`src/rtl/crx_pkg.sv`:
```
`default_nettype none
package crx_pkg;
    // opcode high six bits of the complement-register instruction (0001_11da)
    localparam logic [5:0] OPC_COMP = 6'h07;
    localparam int OPC_MSB = 15;
    localparam int OPC_LSB = 10;
    localparam int DEST_BIT = 9;
    localparam int RAM_BIT = 8;
    localparam int ADDR_W = 12;
    localparam int BANK_W = 4;
    localparam logic [7:0] IDX_LIMIT = 8'h5f;
    // access bank split: low part maps to bank 0, the rest to the special-function bank
    localparam logic [7:0] ACC_SPLIT = 8'h60;
    localparam logic [3:0] SFR_BANK = 4'hf;
    localparam logic [7:0] W_RESET = 8'h00;
    localparam logic [7:0] RESULT_RESET = 8'h00;
    localparam logic [ADDR_W-1:0] ADDR_RESET = 12'h000;
    typedef enum logic [1:0] {
        CRX_Q1,
        CRX_Q2,
        CRX_Q3,
        CRX_Q4
    } crx_phase_t;
endpackage
`default_nettype wire

```
`src/rtl/crx_core.sv`:
```
`timescale 1ns/1ps
`default_nettype none
module crx_core #(
    parameter int ADDR_W = crx_pkg::ADDR_W,
    parameter int BANK_W = crx_pkg::BANK_W
) (
    // clock and reset
    input wire logic CLK,
    input wire logic RST,
    // instruction
    input wire logic INSTR_VALID,
    input wire logic [15:0] INSTR,
    // configuration
    input wire logic EXT_EN,
    input wire logic [BANK_W-1:0] BANK_SEL,
    input wire logic [ADDR_W-1:0] INDEX_BASE,
    // data memory
    input wire logic [7:0] MEM_RDATA,
    output logic [ADDR_W-1:0] MEM_ADDR,
    output logic MEM_RD,
    output logic MEM_WR,
    output logic [7:0] MEM_WDATA,
    // results
    output logic [7:0] WREG,
    output logic FLAG_N,
    output logic FLAG_Z,
    output logic [1:0] PHASE,
    output logic DONE,
    output logic INDEXED
);
    crx_pkg::crx_phase_t phase_q, phase_d;
    logic busy_q, busy_d;
    logic dest_q, dest_d;
    logic [7:0] f_q, f_d;
    logic ram_q, ram_d;
    logic [7:0] data_q, data_d;
    logic [7:0] w_q, w_d;
    logic n_q, n_d, z_q, z_d;
    logic [ADDR_W-1:0] addr_q, addr_d;
    logic rd_q, rd_d, wr_q, wr_d, done_q, done_d, idx_q, idx_d;
    logic [ADDR_W-1:0] addr_c;
    logic idx_c;
    logic is_comp;

    assign is_comp = INSTR_VALID && (INSTR[crx_pkg::OPC_MSB:crx_pkg::OPC_LSB] == crx_pkg::OPC_COMP);

    crx_addr_gen #(
        .ADDR_W(ADDR_W),
        .BANK_W(BANK_W)
    ) u_addr (
        .f_operand(f_q),
        .ram_sel(ram_q),
        .ext_en(EXT_EN),
        .bank_sel(BANK_SEL),
        .index_base(INDEX_BASE),
        .addr(addr_c),
        .indexed(idx_c)
    );

    // one instruction spans four clocks, one per quarter phase
    always_comb begin
        phase_d = phase_q;
        busy_d = busy_q;
        dest_d = dest_q;
        f_d = f_q;
        ram_d = ram_q;
        data_d = data_q;
        w_d = w_q;
        n_d = n_q;
        z_d = z_q;
        addr_d = addr_q;
        rd_d = 1'b0;
        wr_d = 1'b0;
        done_d = 1'b0;
        idx_d = idx_q;
        case (phase_q)
            crx_pkg::CRX_Q1: begin
                // decode; other opcodes pass as a no-op cycle
                busy_d = is_comp;
                if (is_comp) begin
                    dest_d = INSTR[crx_pkg::DEST_BIT];
                    ram_d = INSTR[crx_pkg::RAM_BIT];
                    f_d = INSTR[7:0];
                end
                phase_d = crx_pkg::CRX_Q2;
            end
            crx_pkg::CRX_Q2: begin
                if (busy_q) begin
                    addr_d = addr_c;
                    idx_d = idx_c;
                    rd_d = 1'b1;
                end
                phase_d = crx_pkg::CRX_Q3;
            end
            crx_pkg::CRX_Q3: begin
                // memory answers combinationally while the read strobe stands
                if (busy_q) begin
                    data_d = ~MEM_RDATA;
                end
                phase_d = crx_pkg::CRX_Q4;
            end
            crx_pkg::CRX_Q4: begin
                if (busy_q) begin
                    if (dest_q) begin
                        wr_d = 1'b1;
                    end else begin
                        w_d = data_q;
                    end
                    n_d = data_q[7];
                    z_d = (data_q == 8'h00);
                    done_d = 1'b1;
                end
                busy_d = 1'b0;
                phase_d = crx_pkg::CRX_Q1;
            end
            default: begin
                phase_d = crx_pkg::CRX_Q1;
                busy_d = 1'b0;
            end
        endcase
    end

    always_ff @(posedge CLK) begin
        if (RST) begin
            phase_q <= crx_pkg::CRX_Q1;
            busy_q <= 1'b0;
            dest_q <= 1'b1;
            f_q <= 8'h00;
            ram_q <= 1'b0;
            data_q <= crx_pkg::RESULT_RESET;
            w_q <= crx_pkg::W_RESET;
            n_q <= 1'b0;
            z_q <= 1'b0;
            addr_q <= crx_pkg::ADDR_RESET;
            rd_q <= 1'b0;
            wr_q <= 1'b0;
            done_q <= 1'b0;
            idx_q <= 1'b0;
        end else begin
            phase_q <= phase_d;
            busy_q <= busy_d;
            dest_q <= dest_d;
            f_q <= f_d;
            ram_q <= ram_d;
            data_q <= data_d;
            w_q <= w_d;
            n_q <= n_d;
            z_q <= z_d;
            addr_q <= addr_d;
            rd_q <= rd_d;
            wr_q <= wr_d;
            done_q <= done_d;
            idx_q <= idx_d;
        end
    end

    assign MEM_ADDR = addr_q;
    assign MEM_RD = rd_q;
    assign MEM_WR = wr_q;
    assign MEM_WDATA = data_q;
    assign WREG = w_q;
    assign FLAG_N = n_q;
    assign FLAG_Z = z_q;
    assign PHASE = phase_q;
    assign DONE = done_q;
    assign INDEXED = idx_q;

    // outputs are registered, so expectations trail their cause by one or more edges
    a_invert_result: assert property (@(posedge CLK) disable iff (RST)
        MEM_RD |=> (MEM_WDATA == ~$past(MEM_RDATA)))
        else $error("result is not the inverse of read data");
    a_dest_wreg: assert property (@(posedge CLK) disable iff (RST)
        (DONE && !MEM_WR) |-> (WREG == ~$past(MEM_RDATA, 2) && WREG == MEM_WDATA))
        else $error("working register not loaded");
    a_dest_mem: assert property (@(posedge CLK) disable iff (RST)
        MEM_WR |-> (MEM_ADDR == $past(MEM_ADDR, 2) && DONE && $stable(WREG)))
        else $error("write-back address or working register wrong");
    a_access_bank: assert property (@(posedge CLK) disable iff (RST)
        (MEM_RD && !ram_q && !INDEXED) |->
        (MEM_ADDR[7:0] == f_q &&
        MEM_ADDR[ADDR_W-1:8] == ((f_q < crx_pkg::ACC_SPLIT) ? {BANK_W{1'b0}} : crx_pkg::SFR_BANK)))
        else $error("access bank address wrong");
    a_bank_addr: assert property (@(posedge CLK) disable iff (RST)
        (MEM_RD && ram_q) |-> (MEM_ADDR == {$past(BANK_SEL), f_q}))
        else $error("banked address wrong");
    a_indexed_mode: assert property (@(posedge CLK) disable iff (RST)
        MEM_RD |-> (INDEXED == ($past(EXT_EN) && !ram_q && f_q <= crx_pkg::IDX_LIMIT)))
        else $error("indexed mode selection wrong");
    a_quarter_seq: assert property (@(posedge CLK) disable iff (RST)
        (PHASE == 2'd1 && busy_q) |=> MEM_RD ##1 !MEM_RD ##1 DONE ##1 (PHASE == 2'd1))
        else $error("quarter phase sequence wrong");
    a_flags: assert property (@(posedge CLK) disable iff (RST)
        DONE |-> (FLAG_Z == (MEM_WDATA == 8'h00) && FLAG_N == MEM_WDATA[7]))
        else $error("flags do not match result");
    a_idle_slot: assert property (@(posedge CLK) disable iff (RST)
        (PHASE == 2'd0 && !is_comp) |-> ##2 !MEM_RD ##2 (!DONE && !MEM_WR))
        else $error("idle slot touched memory");
    a_wreg_no_write: assert property (@(posedge CLK) disable iff (RST)
        (PHASE == 2'd3 && busy_q && !dest_q) |=> (DONE && !MEM_WR))
        else $error("working register destination wrote memory");
    a_write_pulse: assert property (@(posedge CLK) disable iff (RST)
        MEM_WR |=> !MEM_WR)
        else $error("write strobe longer than one cycle");
    a_flags_quiet: assert property (@(posedge CLK) disable iff (RST)
        !DONE |-> ($stable(FLAG_N) && $stable(FLAG_Z)))
        else $error("flags changed outside completion");
    a_wreg_quiet: assert property (@(posedge CLK) disable iff (RST)
        !(DONE && !MEM_WR) |-> $stable(WREG))
        else $error("working register changed without cause");
    c_to_wreg: cover property (@(posedge CLK) disable iff (RST) DONE && !MEM_WR);
    c_to_mem: cover property (@(posedge CLK) disable iff (RST) MEM_WR);
    c_indexed: cover property (@(posedge CLK) disable iff (RST) MEM_RD && INDEXED);
    c_zero: cover property (@(posedge CLK) disable iff (RST) DONE && FLAG_Z);
endmodule // crx_core
`default_nettype wire

```
`src/rtl/crx_addr_gen.sv`:
```
`timescale 1ns/1ps
`default_nettype none
module crx_addr_gen #(
    parameter int ADDR_W = 12,
    parameter int BANK_W = 4
) (
    input wire logic [7:0] f_operand,
    input wire logic ram_sel,
    input wire logic ext_en,
    input wire logic [BANK_W-1:0] bank_sel,
    input wire logic [ADDR_W-1:0] index_base,
    output logic [ADDR_W-1:0] addr,
    output logic indexed
);
    always_comb begin
        indexed = 1'b0;
        if (ram_sel) begin
            addr = {bank_sel, f_operand};
        end else if (ext_en && (f_operand <= crx_pkg::IDX_LIMIT)) begin
            // literal offset added to the index pointer; wraps within data space
            addr = index_base + {{(ADDR_W-8){1'b0}}, f_operand};
            indexed = 1'b1;
        end else if (f_operand < crx_pkg::ACC_SPLIT) begin
            addr = {{BANK_W{1'b0}}, f_operand};
        end else begin
            addr = {crx_pkg::SFR_BANK, f_operand};
        end
    end
endmodule // crx_addr_gen
`default_nettype wire

```
`config.mk`:
```
export PLATFORM = sky130hd
export DESIGN_NAME = crx_core
export DESIGN_NICKNAME = d
export VERILOG_FILES = /design/src/rtl/crx_pkg.sv /design/src/rtl/crx_core.sv /design/src/rtl/crx_addr_gen.sv
export SDC_FILE = /design/constraint.sdc
export NUM_CORES = 1
export LEC_CHECK = 0
export BUFFER_PORTS_ARGS = -buffer_cell sky130_fd_sc_hd__buf_2
export CORE_MARGIN = 2
export CORE_UTILIZATION = 46
export CTS_CLUSTER_DIAMETER = 40
export DETAILED_ROUTE_END_ITERATION = 7
export GPL_ROUTABILITY_DRIVEN = 0
export GPL_TIMING_DRIVEN = 0
export PLACE_DENSITY = 0.77
export SKIP_CTS_REPAIR_TIMING = 1
export SYNTH_ARGS = -nofsm -noshare
export SYNTH_HDL_FRONTEND = slang
export SYNTH_HIERARCHICAL = 1
export SYNTH_SLANG_ARGS = --single-unit
export TNS_END_PERCENT = 1
```
`constraint.sdc`:
```
create_clock -name CLK -period 2 [get_ports CLK]
set_input_delay 0.2 -clock CLK [delete_from_list [all_inputs] [get_ports CLK]]
set_output_delay 0.2 -clock CLK [all_outputs]
set_load 0.02 [all_outputs]
```
==> impl_results.html <==
<table>
<tr><th>Metric</th><th>Value</th></tr>
<tr><th colspan="2">Floorplanning</th></tr>
<tr><td>Standard cell core area</td><td>5110 um^2</td></tr>
<tr><td>Cell Rows</td><td>26</td></tr>
<tr><td>IO Count</td><td>80</td></tr>
<tr><td>Initial core utilization</td><td>47.7%</td></tr>
<tr><td>Overall die height</td><td>around 77 um</td></tr>
<tr><td>Width of the chip</td><td>about 77 um</td></tr>
<tr><td>Area of the die</td><td>5890 um^2</td></tr>
<tr><th colspan="2">Finish</th></tr>
<tr><td>Antenna diode instance count</td><td>0</td></tr>
<tr><td>Number of non-filler instances in the completed layout</td><td>444</td></tr>
<tr><td>Share of final-layout standard cells stronger than drive strength 1</td><td>30.2%</td></tr>
<tr><td>Cell area after layout</td><td>~3100 um^2</td></tr>
<tr><td>Area Growth Syn to Fin</td><td>27.3%</td></tr>
<tr><td>Number of inserted filler cells in the final layout</td><td>between 400 and 500</td></tr>
<tr><td>Post-Route Utilization</td><td>60.7%</td></tr>
<tr><td>Seq. cell area</td><td>947 um^2</td></tr>
<tr><td>Number of nets in the layout</td><td>approximately 430</td></tr>
<tr><td>Area used by multi-input combinational logic</td><td>between 1000 and 1500 um^2</td></tr>
<tr><th colspan="2">Route</th></tr>
<tr><td>Residual DRC count</td><td>0</td></tr>
<tr><td>Number of vias in the routed layout</td><td>between 2000 and 2500</td></tr>
<tr><td>Number of detailed-route iterations in the first pass</td><td>4</td></tr>
<tr><td>Ratio of routed vias to standard cells</td><td>5.11</td></tr>
<tr><td>Routed WL per cell</td><td>13.0 um</td></tr>
<tr><td>Antenna-violating nets left</td><td>0</td></tr>
<tr><td>Total detailed-routing wirelength</td><td>5790 um</td></tr>
<tr><td>Drt first-iter violations</td><td>124</td></tr>
<tr><th colspan="2">Synth</th></tr>
<tr><td>Nets in the synthesized netlist</td><td>346</td></tr>
<tr><td>Fraction of registers with async set or reset after synthesis</td><td>0%</td></tr>
<tr><td>Total of flip-flops plus latches after synthesis</td><td>47</td></tr>
<tr><td>Top-area cell type share of the netlist area</td><td>38.6%</td></tr>
<tr><td>Synth top area cells</td><td>dfxtp_1, mux2i_1, nand2_1, ha_1, nand2b_1</td></tr>
<tr><td>Leading cell type by number of instances after synthesis</td><td>dfxtp_1</td></tr>
<tr><td>Most used flip-flop cell after synthesis</td><td>dfxtp_1</td></tr>
<tr><td>Unique cell type count in the Yosys netlist</td><td>43</td></tr>
<tr><td>Post-Syn Area</td><td>between 2000 and 2500 um^2</td></tr>
<tr><td>Number of flops mapped to enable cells by yosys</td><td>0</td></tr>
<tr><td>Proportion of synthesized chip area in sequential cells</td><td>38.6%</td></tr>
<tr><td>Syn_area_per_cell</td><td>8.46 um^2</td></tr>
<tr><td>Synth top cells by count</td><td>dfxtp_1, nand2_1, nor2_1</td></tr>
<tr><td>Post-Syn Instances</td><td>288</td></tr>
<tr><td>Synth area leader</td><td>dfxtp_1</td></tr>
<tr><td>Synthesis warning total</td><td>6</td></tr>
<tr><th colspan="2">Placed design</th></tr>
<tr><td>Worst setup timing slack at the placement stage</td><td>-0.241 ns</td></tr>
<tr><td>Port-buffer cells</td><td>78</td></tr>
<tr><td>Placed cell area</td><td>approximately 2900 um^2</td></tr>
<tr><td>Half-perimeter wire length after detailed placement</td><td>4550 um</td></tr>
<tr><td>Cell count after placement</td><td>between 400 and 500</td></tr>
<tr><th colspan="2">Timing</th></tr>
<tr><td>Finish-stage setup viols</td><td>0</td></tr>
<tr><td>Fmax</td><td>510 MHz</td></tr>
<tr><td>Max Transition Viols Final</td><td>0</td></tr>
<tr><td>Worst setup skew after layout</td><td>roughly 0.0063 ns</td></tr>
<tr><td>Final period utilization</td><td>98.0%</td></tr>
<tr><td>Unrepaired setup endpoints after global routing</td><td>true</td></tr>
<tr><td>Setup slack after layout</td><td>between 0.04 and 0.05 ns</td></tr>
<tr><td>Post-layout min period</td><td>1.96 ns</td></tr>
<tr><td>Final Hold Vio Count</td><td>0</td></tr>
<tr><td>Normalized max-slew margin</td><td>64.6%</td></tr>
<tr><td>Slew at the pin closest to its max-slew limit</td><td>around 0.53 ns</td></tr>
<tr><th colspan="2">Hold path</th></tr>
<tr><td>Hold Path Stages</td><td>2</td></tr>
<tr><td>Class of the worst hold path</td><td>in -&gt; reg</td></tr>
<tr><th colspan="2">Global routing</th></tr>
<tr><td>First-pass GRT wire length</td><td>around 9700 um</td></tr>
<tr><td>Remaining global-route overflow</td><td>0</td></tr>
<tr><td>Maximum number of pins on one net before global-route repair</td><td>14</td></tr>
<tr><td>GR Util All Layers</td><td>between 20 and 25%</td></tr>
<tr><td>Antenna violations before repair</td><td>0</td></tr>
<tr><td>Vias in the first global route</td><td>between 2000 and 2500</td></tr>
<tr><th colspan="2">Flow run</th></tr>
<tr><td>Max cap viols</td><td>0</td></tr>
<tr><th colspan="2">Clock network</th></tr>
<tr><td>Insertion delay to the later sink of the worst-skew pair</td><td>0.29 ns</td></tr>
<tr><td>Number of buffers added by the clock tree synthesis step</td><td>5</td></tr>
<tr><td>Max H-tree Level</td><td>2</td></tr>
<tr><td>Clock tree from TritonCTS</td><td>yes</td></tr>
<tr><td>Clock sink count</td><td>47</td></tr>
<tr><td>Root buffer selected by CTS</td><td>clkbuf_8</td></tr>
<tr><td>Deepest clock path buffer count</td><td>2</td></tr>
<tr><td>Clk pin slew, worst setup/hold paths</td><td>0.08 ns</td></tr>
<tr><th colspan="2">Critical path</th></tr>
<tr><td>Setup CP Type</td><td>reg -&gt; reg</td></tr>
<tr><td>Worst R2R Path Depth</td><td>10</td></tr>
<tr><td>Highest fanout seen on the critical path</td><td>3</td></tr>
<tr><td>Sort of element at the end of the critical path</td><td>flop</td></tr>
<tr><td>Worst endpoint required time</td><td>2.23 ns</td></tr>
<tr><td>Startpoint types</td><td>flop</td></tr>
<tr><td>Data arrival, critical path</td><td>2.19 ns</td></tr>
<tr><th colspan="2">Pwr</th></tr>
<tr><td>Maximum resistive drop on vdd</td><td>0.000373 V</td></tr>
<tr><td>Power density over cell area</td><td>601 nW/um^2</td></tr>
<tr><td>Post-layout power</td><td>approximately 1.9 mW</td></tr>
<tr><td>P_leak</td><td>1.40 nW</td></tr>
<tr><th colspan="2">Outcome</th></tr>
<tr><td>Run status</td><td>finished, final reports clean</td></tr>
</table>
stage by stage:
step	hold slack [ns]	TNS (ns)
3_3_place_gp	0.380	-0.415
6_report	0.0750	0
2_1_floorplan	0.292	0
4_1_cts	0.0704	-0.721
5_1_grt	0.0635	-0.0884
3_5_place_dp	0.388	-0.588
layout make-up:
| type | instances | share of cell area [%] |
|---|---|---|
| clock inverters | 1 | 0.969 |
| plain buffers | 13 | 2.26 |
| well taps | 70 | 2.82 |
| clock buffers | 6 | 2.34 |
| repair buffers | 80 | 13.1 |
| inverters | 11 | 1.33 |
| multi-input cells | 216 | 46.7 |
| flip-flops and latches | 47 | 30.5 |
final timing paths:
kind | start | endpoint | slack [ns]
setup reg to reg | f_q[0] | MEM_ADDR[10] | 0.04
hold / removal | MEM_RDATA[3] | MEM_WDATA[3] | 0.08
hold reg to reg | MEM_ADDR[9] | MEM_ADDR[9] | 0.45
setup / recovery | f_q[0] | MEM_ADDR[10] | 0.04
sequential cells by signal (all words and copies together), names as in the netlist, 2 cells and up:
name	cells
MEM_ADDR	12
MEM_WDATA	8
WREG	8
f_q	8
PHASE	2
critical path, stage by stage, from the launching register on:
cell and delay, ns:
dfxtp_4 0.37, ha_4 0.13, inv_2 0.04, fa_2 0.36, nand2b_4 0.16, a21oi_4 0.18
o2111ai_2 0.13, xor2_1 0.18, a21oi_1 0.14, nand2_1 0.08, a21oi_2 0.13
placed cells by master, fill, tap and decap left out, drive strengths merged, types with 2 or more instances in the layout:
cell type   n
a211oi     10
a21o        3
a21oi      23
and2        3
buf        88
clkbuf     11
dfxtp      47
ha         13
inv        10
mux2i      19
nand2      45
nand2b     21
nand3       4
nand3b      2
nand4       4
nor2       27
nor4        2
o211ai      6
o21ai      10
o311ai      2
xor2        6
cell families after synthesis:
| kind of cell | after synthesis | synth area share, % |
|---|---|---|
| buf+inv | 25 | 4.72 |
| simple gates | 114 | 22.1 |
| flops | 47 | 38.6 |
| compound gates | 61 | 16.3 |
| xor+xnor | 7 | 2.52 |
| fa+ha+maj | 14 | 7.50 |
| mux | 20 | 8.27 |
power breakdown:
group / total [mW] / internal, mW / switching [mW]
Combinational: 0.248 / 0.106 / 0.142
Clock: 0.651 / 0.366 / 0.285
Sequential: 0.963 / 0.948 / 0.0148
routing by layer:
metal,GRT usage (%),part of all wire [%]
met2,35.4,48
met4,4.73,0.83
met1,24.6,46
met5,0,0
met3,4.71,5.6
(Power assumes the default switching activity.)
